### config.mk
export PLATFORM = sky130hd
export DESIGN_NAME = rzswt_transmitter
export DESIGN_NICKNAME = d
export VERILOG_FILES = /design/src/rzswt_transmitter.v
export VERILOG_INCLUDE_DIRS = /design/src
export SDC_FILE = /design/constraint.sdc
export NUM_CORES = 2
export LEC_CHECK = 0
export BUFFER_PORTS_ARGS = -buffer_cell sky130_fd_sc_hd__buf_2
export CELL_PAD_IN_SITES_DETAIL_PLACEMENT = 1
export CELL_PAD_IN_SITES_GLOBAL_PLACEMENT = 1
export CORE_MARGIN = 2
export CORE_UTILIZATION = 45
export CTS_CLUSTER_DIAMETER = 30
export DETAILED_ROUTE_END_ITERATION = 6
export GPL_ROUTABILITY_DRIVEN = 0
export PLACE_DENSITY = 0.66
export SLEW_MARGIN = 20
export SYNTH_ARGS = -nofsm -noshare
export SYNTH_HDL_FRONTEND = slang
export SYNTH_SLANG_ARGS = --single-unit
### constraint.sdc
create_clock -name ref_clk_in -period 8.1 [get_ports ref_clk_in]
set_input_delay 1.62 -clock ref_clk_in [delete_from_list [all_inputs] [get_ports ref_clk_in]]
set_output_delay 1.62 -clock ref_clk_in [all_outputs]
set_load 0.1 [all_outputs]
### src/rzswt_defs.vh
// How it works
// - three channels, each queues up to eight 32-bit messages
// - each channel drives separate return-to-zero one and zero lines
// - third channel in loopback holds both external lines at zero
// - control bit 14 on third channel routes output to test lines
// - bit rate is line reference clock divided by divider register
// - parity forcing sets bit 32 for odd or even ones count
// - control bit 10 enables forcing, else bit 32 sent as written
// - control bit 11 clear selects even parity, set selects odd
// - control bits 9 to 5 set inter-message gap in bit times
// - count rises on lower half write, falls on move to shifter
// - control bits 3 to 0 read back the queue count
// - writing zero to bit 4 flushes queue; current message still finishes
// - clearing bit 15 stops transmission at once, message lost
// - writes to a full queue are discarded
// - empty queue raises status flag and, if enabled, interrupt request
// - status shows empty and no-transmission per channel
// - reset clears every transmit register to zero
// - end-of-transmission outranks empty; channel 1 outranks 2 outranks 3 (code ranks by channel first, so empty1 outranks idle2 and idle3)
`ifndef RZSWT_DEFS_VH
`define RZSWT_DEFS_VH
`define RZSWT_REG_DIVIDER 2'h0
`define RZSWT_REG_CONTROL 2'h1
`define RZSWT_REG_UPPER 2'h2
`define RZSWT_REG_LOWER 2'h3
`define RZSWT_BIT_ENABLE 15
`define RZSWT_BIT_TEST 14
`define RZSWT_BIT_ODD 11
`define RZSWT_BIT_PARITY 10
`define RZSWT_GAP_HI 9
`define RZSWT_GAP_LO 5
`define RZSWT_BIT_RUN 4
`define RZSWT_MIN_DIVIDER 16'h0002
`define RZSWT_WORD_LAST 5'h1f
`define RZSWT_ST_IDLE 2'h0
`define RZSWT_ST_SEND 2'h1
`define RZSWT_ST_GAP 2'h2
`define RZSWT_VEC_EOT1 4'ha
`define RZSWT_VEC_NONE 4'h0
`endif

### src/rzswt_transmitter.v
`timescale 1ns/1ns
`include "rzswt_defs.vh"

////////////////////////////////////////////////////////////////////////////
// message queue: flip-flop storage, honest full and empty
module rzswt_fifo #(
  parameter WIDTH = 32,
  parameter DEPTH = 8,
  parameter AW = 3
) (
  // clock and reset
  input wire ref_clk_in,
  input wire reset_in,
  input wire flush_in,
  // filling side
  input wire in_valid_in,
  output wire in_ready_out,
  input wire [WIDTH-1:0] in_data_in,
  // draining side
  output wire out_valid_out,
  input wire out_ready_in,
  output wire [WIDTH-1:0] out_data_out,
  output wire [AW:0] count_out
);
  reg [WIDTH-1:0] mem [0:DEPTH-1];
  reg [AW-1:0] wr_ptr;
  reg [AW-1:0] rd_ptr;
  reg [AW:0] count;
  wire push;
  wire pop;
  assign in_ready_out = (count != DEPTH[AW:0]);
  assign out_valid_out = (count != {(AW+1){1'b0}});
  assign out_data_out = mem[rd_ptr];
  assign count_out = count;
  assign push = in_valid_in & in_ready_out & ~flush_in;
  assign pop = out_valid_out & out_ready_in & ~flush_in;
  // pointers wrap at depth; depth is kept a power of two
  always @(posedge ref_clk_in) begin
    if (reset_in | flush_in) begin
      wr_ptr <= {AW{1'b0}};
      rd_ptr <= {AW{1'b0}};
      count <= {(AW+1){1'b0}};
    end else begin
      if (push)
        wr_ptr <= wr_ptr + 1'b1;
      if (pop)
        rd_ptr <= rd_ptr + 1'b1;
      if (push & ~pop)
        count <= count + 1'b1;
      else if (pop & ~push)
        count <= count - 1'b1;
    end
  end
  // storage has no reset; only counted entries are ever read
  always @(posedge ref_clk_in) begin
    if (push)
      mem[wr_ptr] <= in_data_in;
  end
endmodule // rzswt_fifo

////////////////////////////////////////////////////////////////////////////
// three-channel return-to-zero word transmitter
module rzswt_transmitter #(
  parameter CHANNELS = 3,
  parameter QUEUE_DEPTH = 8
) (
  // clock and reset
  input wire ref_clk_in,
  input wire reset_in,
  // asynchronous host bus
  input wire bus_select_n_in,
  input wire bus_write_in,
  input wire [3:0] bus_addr_in,
  input wire [15:0] bus_wdata_in,
  output wire [15:0] bus_rdata_out,
  output wire bus_ack_n_out,
  // line reference clock pin
  input wire line_reference_clock_in,
  // serial lines, bit i is channel i+1
  output wire [2:0] serial_out_one_line_out,
  output wire [2:0] serial_out_zero_line_out,
  output wire third_channel_test_one_out,
  output wire third_channel_test_zero_out,
  // status and interrupt
  input wire [5:0] irq_enable_in,
  output wire [5:0] tx_status_out,
  output wire transmit_interrupt_request_out,
  output wire [3:0] interrupt_cause_out
);
  reg [21:0] bus_sync1;
  reg [21:0] bus_sync2;
  reg sel_prev;
  reg [15:0] rdata;
  reg ack_n;
  reg ref_sync1;
  reg ref_sync2;
  reg ref_prev;
  reg [5:0] status;
  reg irq;
  reg [3:0] cause;
  reg [3:0] next_cause;
  reg [5:0] pend;
  wire sel_n;
  wire access;
  wire bus_wr;
  wire [3:0] addr;
  wire [15:0] wdata;
  wire ref_tick;
  wire [16*CHANNELS-1:0] ctl_rd;
  wire [CHANNELS-1:0] ch_empty;
  wire [CHANNELS-1:0] ch_idle;
  integer k;

  //////////////////////////////////////////////////////////////////////////
  // every bus pin and the line clock pin pass two flops before use; irq_enable_in is used unsynchronised
  always @(posedge ref_clk_in) begin
    if (reset_in) begin
      bus_sync1 <= 22'h200000;
      bus_sync2 <= 22'h200000;
      sel_prev <= 1'b1;
      ref_sync1 <= 1'b0;
      ref_sync2 <= 1'b0;
      ref_prev <= 1'b0;
    end else begin
      bus_sync1 <= {bus_select_n_in, bus_write_in, bus_addr_in,
                    bus_wdata_in};
      bus_sync2 <= bus_sync1;
      sel_prev <= bus_sync2[21];
      ref_sync1 <= line_reference_clock_in;
      ref_sync2 <= ref_sync1;
      ref_prev <= ref_sync2;
    end
  end

  // data settles with select, so a two-flop lag keeps them aligned
  assign sel_n = bus_sync2[21];
  assign access = sel_prev & ~sel_n;
  assign bus_wr = access & bus_sync2[20];
  assign addr = bus_sync2[19:16];
  assign wdata = bus_sync2[15:0];
  assign ref_tick = ref_sync2 & ~ref_prev;
  // read data and acknowledge; ack holds until select is released
  always @(posedge ref_clk_in) begin
    if (reset_in) begin
      rdata <= 16'h0000;
      ack_n <= 1'b1;
    end else begin
      if (access & ~bus_sync2[20]) begin
        if (addr[1:0] == `RZSWT_REG_CONTROL && addr[3:2] < CHANNELS)
          rdata <= ctl_rd[16*addr[3:2] +: 16];
        else
          rdata <= 16'h0000; // write-only registers read as zero
      end
      if (sel_n)
        ack_n <= 1'b1;
      else if (access)
        ack_n <= 1'b0;
    end
  end
  assign bus_rdata_out = rdata;
  assign bus_ack_n_out = ack_n;

  //////////////////////////////////////////////////////////////////////////
  // per-channel logic
  genvar i;
  generate
    for (i = 0; i < CHANNELS; i = i + 1) begin : g_ch
      reg [15:0] divider;
      reg enable;
      reg test;
      reg odd;
      reg par_en;
      reg [4:0] gap;
      reg run;
      reg [15:0] upper;
      reg [1:0] state;
      reg [31:0] shifter;
      reg [4:0] bit_cnt;
      reg [15:0] phase;
      reg one_q;
      reg zero_q;
      reg test_one_q;
      reg test_zero_q;
      reg next_one;
      reg next_zero;
      wire sel_ch;
      wire q_valid;
      wire q_ready;
      wire [31:0] q_data;
      wire [3:0] q_count;
      wire load;
      wire bit_end;
      wire [31:0] framed;
      wire lower_wr;

      assign sel_ch = bus_wr & (addr[3:2] == i);
      assign lower_wr = sel_ch & (addr[1:0] == `RZSWT_REG_LOWER);
      // control registers; bit 14 only exists on the third channel
      always @(posedge ref_clk_in) begin
        if (reset_in) begin
          divider <= 16'h0000;
          enable <= 1'b0;
          test <= 1'b0;
          odd <= 1'b0;
          par_en <= 1'b0;
          gap <= 5'h00;
          run <= 1'b0;
          upper <= 16'h0000;
        end else if (sel_ch) begin
          case (addr[1:0])
            `RZSWT_REG_DIVIDER: divider <= wdata;
            `RZSWT_REG_CONTROL: begin
              enable <= wdata[`RZSWT_BIT_ENABLE];
              test <= (i == 2) & wdata[`RZSWT_BIT_TEST];
              odd <= wdata[`RZSWT_BIT_ODD];
              par_en <= wdata[`RZSWT_BIT_PARITY];
              gap <= wdata[`RZSWT_GAP_HI:`RZSWT_GAP_LO];
              run <= wdata[`RZSWT_BIT_RUN];
            end
            `RZSWT_REG_UPPER: upper <= wdata;
            default: ;
          endcase
        end
      end

      assign ctl_rd[16*i +: 16] = {enable, test, 2'b00, odd, par_en, gap,
                                   run, q_count};
      // run low keeps the queue flushed; shifter is untouched
      rzswt_fifo #(
        .WIDTH(32),
        .DEPTH(QUEUE_DEPTH),
        .AW(3)
      ) u_queue (
        .ref_clk_in(ref_clk_in),
        .reset_in(reset_in),
        .flush_in(~run),
        .in_valid_in(lower_wr),
        .in_ready_out(),
        .in_data_in({upper, wdata}),
        .out_valid_out(q_valid),
        .out_ready_in(q_ready),
        .out_data_out(q_data),
        .count_out(q_count)
      );
      // bit 32 is the top bit; parity over the other 31 plus sense
      assign framed = par_en ?
        {(^q_data[30:0]) ^ odd, q_data[30:0]} : q_data;
      // a divider below two cannot form a bit, so nothing starts
      assign load = enable & q_valid & (state == `RZSWT_ST_IDLE) &
                    (divider >= `RZSWT_MIN_DIVIDER);
      assign q_ready = load;
      assign bit_end = ref_tick & (phase == divider - 16'h0001);
      // send, then gap, then idle; clearing enable aborts at once
      always @(posedge ref_clk_in) begin
        if (reset_in | ~enable) begin
          state <= `RZSWT_ST_IDLE;
          shifter <= 32'h00000000;
          bit_cnt <= 5'h00;
          phase <= 16'h0000;
        end else begin
          case (state)
            `RZSWT_ST_IDLE: begin
              if (load) begin
                state <= `RZSWT_ST_SEND;
                shifter <= framed;
                bit_cnt <= 5'h00;
                phase <= 16'h0000;
              end
            end
            `RZSWT_ST_SEND: begin
              if (bit_end) begin
                phase <= 16'h0000;
                shifter <= {1'b0, shifter[31:1]};
                bit_cnt <= bit_cnt + 5'h01;
                if (bit_cnt == `RZSWT_WORD_LAST) begin
                  bit_cnt <= 5'h00;
                  state <= (gap == 5'h00) ? `RZSWT_ST_IDLE :
                           `RZSWT_ST_GAP;
                end
              end else if (ref_tick) begin
                phase <= phase + 16'h0001;
              end
            end
            `RZSWT_ST_GAP: begin
              if (bit_end) begin
                phase <= 16'h0000;
                bit_cnt <= bit_cnt + 5'h01;
                if (bit_cnt == gap - 5'h01)
                  state <= `RZSWT_ST_IDLE;
              end else if (ref_tick) begin
                phase <= phase + 16'h0001;
              end
            end
            default: state <= `RZSWT_ST_IDLE;
          endcase
        end
      end

      // first half of each bit pulses one line; rest of time both low
      always @* begin
        next_one = 1'b0;
        next_zero = 1'b0;
        if (state == `RZSWT_ST_SEND && !bit_end &&
            phase < {1'b0, divider[15:1]}) begin
          next_one = shifter[0];
          next_zero = ~shifter[0];
        end
      end

      // test mode steers the pulses inward and grounds the pins
      always @(posedge ref_clk_in) begin
        if (reset_in) begin
          one_q <= 1'b0;
          zero_q <= 1'b0;
          test_one_q <= 1'b0;
          test_zero_q <= 1'b0;
        end else begin
          one_q <= next_one & ~test;
          zero_q <= next_zero & ~test;
          test_one_q <= next_one & test;
          test_zero_q <= next_zero & test;
        end
      end

      assign serial_out_one_line_out[i] = one_q;
      assign serial_out_zero_line_out[i] = zero_q;
      assign ch_empty[i] = ~q_valid;
      assign ch_idle[i] = (state == `RZSWT_ST_IDLE);
      if (i == 2) begin : g_test
        assign third_channel_test_one_out = test_one_q;
        assign third_channel_test_zero_out = test_zero_q;
      end
    end
  endgenerate

  //////////////////////////////////////////////////////////////////////////
  // status image: {empty3, idle3, empty2, idle2, empty1, idle1}
  // pend order: idle1, empty1, idle2, empty2, idle3, empty3
  always @* begin
    pend = {ch_empty[2], ch_idle[2], ch_empty[1], ch_idle[1],
            ch_empty[0], ch_idle[0]} & irq_enable_in;
    next_cause = `RZSWT_VEC_NONE;
    for (k = 5; k >= 0; k = k - 1) begin
      if (pend[k])
        next_cause = `RZSWT_VEC_EOT1 + k[3:0];
    end
  end

  // levels track the queue, so a refill clears empty without software
  always @(posedge ref_clk_in) begin
    if (reset_in) begin
      status <= 6'h00;
      irq <= 1'b0;
      cause <= `RZSWT_VEC_NONE;
    end else begin
      status <= {ch_empty[2], ch_idle[2], ch_empty[1], ch_idle[1],
                 ch_empty[0], ch_idle[0]};
      irq <= |pend;
      cause <= next_cause;
    end
  end

  assign tx_status_out = status;
  assign transmit_interrupt_request_out = irq;
  assign interrupt_cause_out = cause;
endmodule // rzswt_transmitter

; Word-level counts from Yosys, hierarchy flattened
; Memory sizes are Yosys's and may differ from the RTL's. A register that Yosys moved wholly into a read port is not among the register bits.
; Index checks and enable logic that the tools add are counted.
[op_classes]
addsub = 24
magnitude_cmp = 7
eq_ne = 41
n_shift = 1
muxes = 87
n_bitwise = 78
n_reduce_logical = 66
[op_table]
columns = cell, count
row1 = $mux 32, 9
row2 = $pmux 32 s2, 3
row3 = $mux 16, 10
row4 = $pmux 16 s2, 3
row5 = $reduce_xor 31->1, 3
row6 = $mux 5, 12
row7 = $add 16x1->16 const B, 3
row8 = $eq 16x16->1, 3
row9 = $ge 16x2->1 const B, 3
row10 = $lt 16x15->1, 3
row11 = $mux 4, 12
row12 = $shiftx 48x7->16, 1
row13 = $sub 16x1->16 const B, 3
row14 = $pmux 5 s3, 3
row15 = $and 1x1->1, 44
row16 = $mux 2, 18
row17 = $ne 2x2->1 const B, 12
row18 = $not 1->1, 24
row19 = $add 3x1->3 const B, 6
row20 = $mux 3, 6
row21 = $pmux 2 s3, 3
row22 = $reduce_and 2->1, 9
row23 = $reduce_and 3->1, 6
row24 = $reduce_bool 2->1, 9
row25 = other kinds (27), 96
[word_totals]
reg_bits = 403
ramBits = 768
in_bits = 31
out_inout_bits = 36
wordCells = 371
mem_count = 3
[mem_list]
columns = name, depth, word_bits, read_ports, rd_ports_with_merged_regs, wr, line_no
row1 = g_ch[0].u_queue.mem, 8, 32, 1, 1, 1, rzswt_transmitter.v:25  ; reg [WIDTH-1:0] mem [0:DEPTH-1];
row2 = g_ch[1].u_queue.mem, 8, 32, 1, 1, 1, rzswt_transmitter.v:25
row3 = g_ch[2].u_queue.mem, 8, 32, 1, 1, 1, rzswt_transmitter.v:25

; Depth between registers and ports, before layout
[logic_depth]
depth_word = 11
ltp_mapped = 15

; Hierarchy
; A second synthesis with hierarchy kept.
[unflattened]
cells_unflattened = 3566
hier_area_um2 = 50792.5
[by_module_without_submodules]
columns = module, instances, cells_per_inst, area_per_inst_um2, seq_area_each_um2
row1 = rzswt_fifo, 3, 444, 10455.0, 7947.6
row2 = rzswt_transmitter, 1, 2234, 19427.4, 7427.1

; Least setup slack after synthesis
; No wires, ideal clock.
[synth_path]
path_kind = reg2reg
startpoint = reg sel_prev
endpoint = mem g_ch[1].u_queue.mem[4][0], enable pin
t_arrival_ns = 3.958
required_time_ns = 7.639
slack_ns = 3.681
path_stages_with_launch = 7
cell_sequence = dfxtp_1 > inv_1 > nor3b_1 > nand3_1 > a211oi_1 > nand2_1 > nor3_1
[synth_between]
elab_chain_len = 8
[synth_rtl]
columns = element, line_no
row1 = from (decl), rzswt_transmitter.v:92  ; reg sel_prev;
row2 = from (signal assigned), rzswt_transmitter.v:128  ; sel_prev <= bus_sync2[21];
row3 = $and 1x1->1, rzswt_transmitter.v:137  ; assign access = sel_prev & ~sel_n;
row4 = $and 1x1->1, rzswt_transmitter.v:138  ; assign bus_wr = access & bus_sync2[20];
row5 = $and 1x1->1, rzswt_transmitter.v:196  ; assign sel_ch = bus_wr & (addr[3:2] == i);
row6 = $and 1x1->1, rzswt_transmitter.v:197  ; assign lower_wr = sel_ch & (addr[1:0] == `RZSWT_REG_LOWER);
row7 = $and 1x1->1 (2 in a row), rzswt_transmitter.v:35  ; assign push = in_valid_in & in_ready_out & ~flush_in;
row8 = via g_ch[1].u_queue.push, rzswt_transmitter.v:29  ; wire push;
row9 = $mux 1, rzswt_transmitter.v:56  ; if (push)
row10 = $mux 1 (implied by the code), rzswt_transmitter.v:57  ; mem[wr_ptr] <= in_data_in;
row11 = to (decl), rzswt_transmitter.v:25
; The timed path passes the listed nets, and every way through them passes these cells.

; Worst setup path after layout
[layout_path]
startpoint = reg g_ch[1].divider[0]
endpoint = reg g_ch[1].phase[9]
[layout_between]
elab_chain_len = 5
[layout_rtl]
columns = element, line_no
row1 = from (decl), rzswt_transmitter.v:168  ; reg [15:0] divider;
row2 = from (signal assigned), rzswt_transmitter.v:211  ; `RZSWT_REG_DIVIDER: divider <= wdata;
row3 = $sub 16x1->16, rzswt_transmitter.v:252  ; assign bit_end = ref_tick & (phase == divider - 16'h0001);
row4 = $eq 16x16->1, rzswt_transmitter.v:252
row5 = $and 1x1->1, rzswt_transmitter.v:252
row6 = $ne 3x1->1 (no source line) / $mux 16 (equally long branches), n/a
row7 = $reduce_and 3->1 (no source line) / $pmux 16 s2 (equally long branches), n/a
row8 = to (signal assigned), rzswt_transmitter.v:281  ; phase <= phase + 16'h0001;
row9 = to (signal assigned), rzswt_transmitter.v:291  ; phase <= phase + 16'h0001;
row10 = to (decl), rzswt_transmitter.v:179  ; reg [15:0] phase;
; Parallel ways exist; a longest one is shown, timed or not.
; A chain may end at the register's enable or synchronous reset.

==> flow_summary.toml <==
[critical_path]
endpoint_kind = "register"
worstSetupPathType = "reg -> reg"
crit_path_cell_trace = "inv_1 > ha_1 > or4b_1 > nor4_1 > xnor2_1 > nand4_1 > a2111oi_2 > nor4b_4 > and2b_2 > o21ai_2 > nor2_1"
slowest_stage = "or4b_1"
crit_path_start_kind = "register"
max_stage_delay_ps = 610
worst_ep_required_time_ps = 8730
cp-startpoint = "g_ch[1].divider[0]$_SDFFE_PP0P_"
path_max_fanout = 14
r2r-start = "g_ch[1].divider[0]$_SDFFE_PP0P_"
worstPathArrival_ps = 4570

[sta]
finalMaxSlewViolations = 0
rsz0062_at_grt = "false"
slew_headroom_pct = 22.5
max_slew.worst_pin.slew_ps = 1160
final.period_utilization_pct = 48.6
layout_setup_ws_ps = 4160
period_minus_slack_ps = 3940
final_hold_viol_count = 0
fmax_mhz = 254
fin_worst_skew_ps = 46.4
finalSetupTns_ps = 0
setup_viol = 0

[routing]
vias = 31100
drt_wl_total_um = 134000
ant_nets = 0
routedWlPerCell_um = 24.3
drt_iter0_markers = 2209
via_per_inst = 5.64
firstDrtPassIters = 5
drc = 0

[grt]
antenna_found_initial = 6
grt_first_pass_wirelength_um = 205000
grtUsageMet3_pct = 3.83
grt_overflow_total = 0
first_global_vias = 33300
grt_max_degree = 85
top_usage_layer = "met2"
track_usage_pct = 24.1
use_met1_pct = 32.0
use_met2_pct = 40.4

[finish]
syn2layout_area_growth_pct = 21.4
final_common_cell = "edfxtp_1"
mostFrequentLayoutCells = "edfxtp_1, dfxtp_1, nor2_1"
multi_input_area_mm2 = 0.0172
final_core_util_pct = 55.1
n_fill_cell = 10500
final_area_mm2 = 0.0600
drive_gt1_share_pct = 19.9
ff_latch_area_mm2 = 0.0313
nets = 4001

[die]
die_h_um = 335
initial_core_util_pct = 45.4
rows = 121
core_area_mm2 = 0.109
boundaryPins = 67
die_w_um = 335
dieArea_mm2 = 0.112

[min_path]
hp-start = "bus_sync1[21]$_SDFF_PP1_"
min_path_type = "reg -> reg"

[run]
drv_cap = 0

[place]
post-dp-hpwl_um = 76900
dp_slack_ps = 4000
port_buffers = 64
post_dp_cell_area_mm2 = 0.0514

[pwr]
power_leakage_nw = 20.7
p_per_area_mw_per_mm2 = 278
p_clk_share_pct = 60.9
switchingPower_mw = 3.49
p_comb_share_pct = 0.7
p_int_mw = 13.2
ir_worst_vdd_mv = 0.227
p_seq_share_pct = 38.5
switching_share_pct = 20.9

[yosys]
ys_seq_area_share_pct = 63.3
synth_cells = 3718
synth_warnings = 0
synth_edf_count = 768
syn_area_mm2 = 0.0494
async_reset_ff_share_pct = 0
synthFlopType = "edfxtp_1"
ys_ff_latch = 1178
yosysUniqueCellTypes = 77
avgSynthCellArea_um2 = 13.3

[clock_network]
cts_hold_buf = 0
clk_pin_slew_ps = 50
cts_tree = "yes"
cts_max_level = 4
cts_sinks = 1178
cts_resized = 0
cts_made_buffers = 235
worstSkewPairLatency_ps = 820
root_buffer = "clkbuf_16"
postCtsSetupBuffers = 0
cts_buffer_depth = 3

[status]
status = "completed"
## registers in the layout (all words and copies together), names as in the netlist, 3 cells and up, named ones only
register                count
g_ch.u_queue.count_out     12
g_ch.enable                 3
bus_rdata_out              14
g_ch.run                    3
g_ch.state                  6
interrupt_cause_out         4
g_ch.zero_q                 3
tx_status_out               6
bus_sync2                  22
bus_sync1                  22
g_ch.bit_cnt               15
g_ch.upper                 48
g_ch.one_q                  3
g_ch.u_queue.rd_ptr         9
g_ch.gap                   15
g_ch.u_queue.wr_ptr         9
g_ch.odd                    3
g_ch.phase                 48
g_ch.divider               48
g_ch.par_en                 3
g_ch.shifter               96
g_ch.u_queue.mem          768
## area by class of cell
type / count / area share [%]
antenna: 1 / 0.00417
timing repair buffer: 131 / 1.39
clock buffer: 282 / 10.6
tap: 1414 / 2.95
multi-input combinational: 2249 / 28.7
clock inverter: 168 / 3.65
inverter: 88 / 0.551
sequential: 1178 / 52.2
## kinds of logic (layout without fill, tap and decap cells)
group	Yosys count	in the layout	share of synthesized area, %
flops	1178	1178	63.3
xor+xnor	224	224	4.03
fa+ha+maj	87	87	2.25
mux	387	387	12.3
buf+inv	292	669	2.33
other cells	1	3	0.00759
compound gates	558	558	6.61
simple gates	991	991	9.17
## power groups by stage
| stage | clock (mW) | combinational [mW] | sequential (mW) |
|---|---|---|---|
| 2_1_floorplan | 0 | 0.0441 | 6.53 |
| 4_1_cts | 10.3 | 0.112 | 6.41 |
| 3_3_place_gp | 0 | 0.110 | 6.52 |
| 5_1_grt | 10.6 | 0.118 | 6.41 |
| 6_report | 10.1 | 0.112 | 6.41 |
| 3_5_place_dp | 0 | 0.112 | 6.52 |
## per-stage QoR
stage / hold WS (ps) / instances / total power, mW
global placement: 393 / 5060 / 6.63
global route: 428 / 5510 / 17.1
finish: 400 / 5511 / 16.7
CTS: 414 / 5510 / 16.8
detailed placement: 403 / 5060 / 6.64
floorplan: 389 / 3719 / 6.57
## routing by layer
| layer | routed length (um) | up-vias |
|---|---|---|
| li1 | - | 14100 |
| met1 | 58100 | 16000 |
| met2 | 65800 | 743 |
| met3 | 6480 | 213 |
| met4 | 3400 | 0 |
| met5 | 0 | - |
## cell usage after synthesis (6+ instances only)
master | instances | area, um^2
or3_1 | 16 | 100
o21ai_0 | 138 | 691
nand4_1 | 25 | 156
buf_1 | 30 | 113
nor2b_1 | 62 | 388
xnor2_1 | 146 | 1280
a211oi_1 | 27 | 203
and3_1 | 21 | 131
inv_1 | 87 | 327
xor2_1 | 76 | 666
a22oi_1 | 32 | 240
a21o_1 | 34 | 255
or2_2 | 8 | 50.1
a21oi_1 | 256 | 1280
edfxtp_1 | 768 | 23100
nor2_1 | 346 | 1300
nor3b_1 | 6 | 45.0
buf_4 | 8 | 60.1
clkbuf_1 | 156 | 586
or4_1 | 12 | 90.1
nand2b_1 | 29 | 181
nand4b_1 | 7 | 61.3
nand2_1 | 318 | 1190
and2_1 | 7 | 43.8
dfxtp_1 | 410 | 8210
nor4_1 | 12 | 75.1
nor3_1 | 28 | 140
mux4_2 | 175 | 3940
nand3_1 | 72 | 360
ha_1 | 84 | 1050
buf_2 | 7 | 35.0
mux2i_1 | 208 | 2080
## worst max-delay path, delay by kind of cell (launching register included)
kind / cells / cell delay [ps]
AOI/OAI and AO/OA: 2 / 1090
xor gates and xnor gates: 1 / 160
adders and majority gates: 1 / 250
buffers and inverters: 1 / 110
DFF: 1 / 360
and+or+nand+nor: 6 / 1830
## path summary, 6_finish.rpt
path                                   end  slack (ps)  cells past startpoint
max reg2reg  g_ch[1].phase[9]$_SDFFE_PP0P_        4160                     11
min               bus_sync2[21]$_SDFF_PP1_         400                      1
min reg2reg       bus_sync2[21]$_SDFF_PP1_         400                      1
max          g_ch[1].phase[9]$_SDFFE_PP0P_        4160                     11
(Power assumes the default switching activity.)
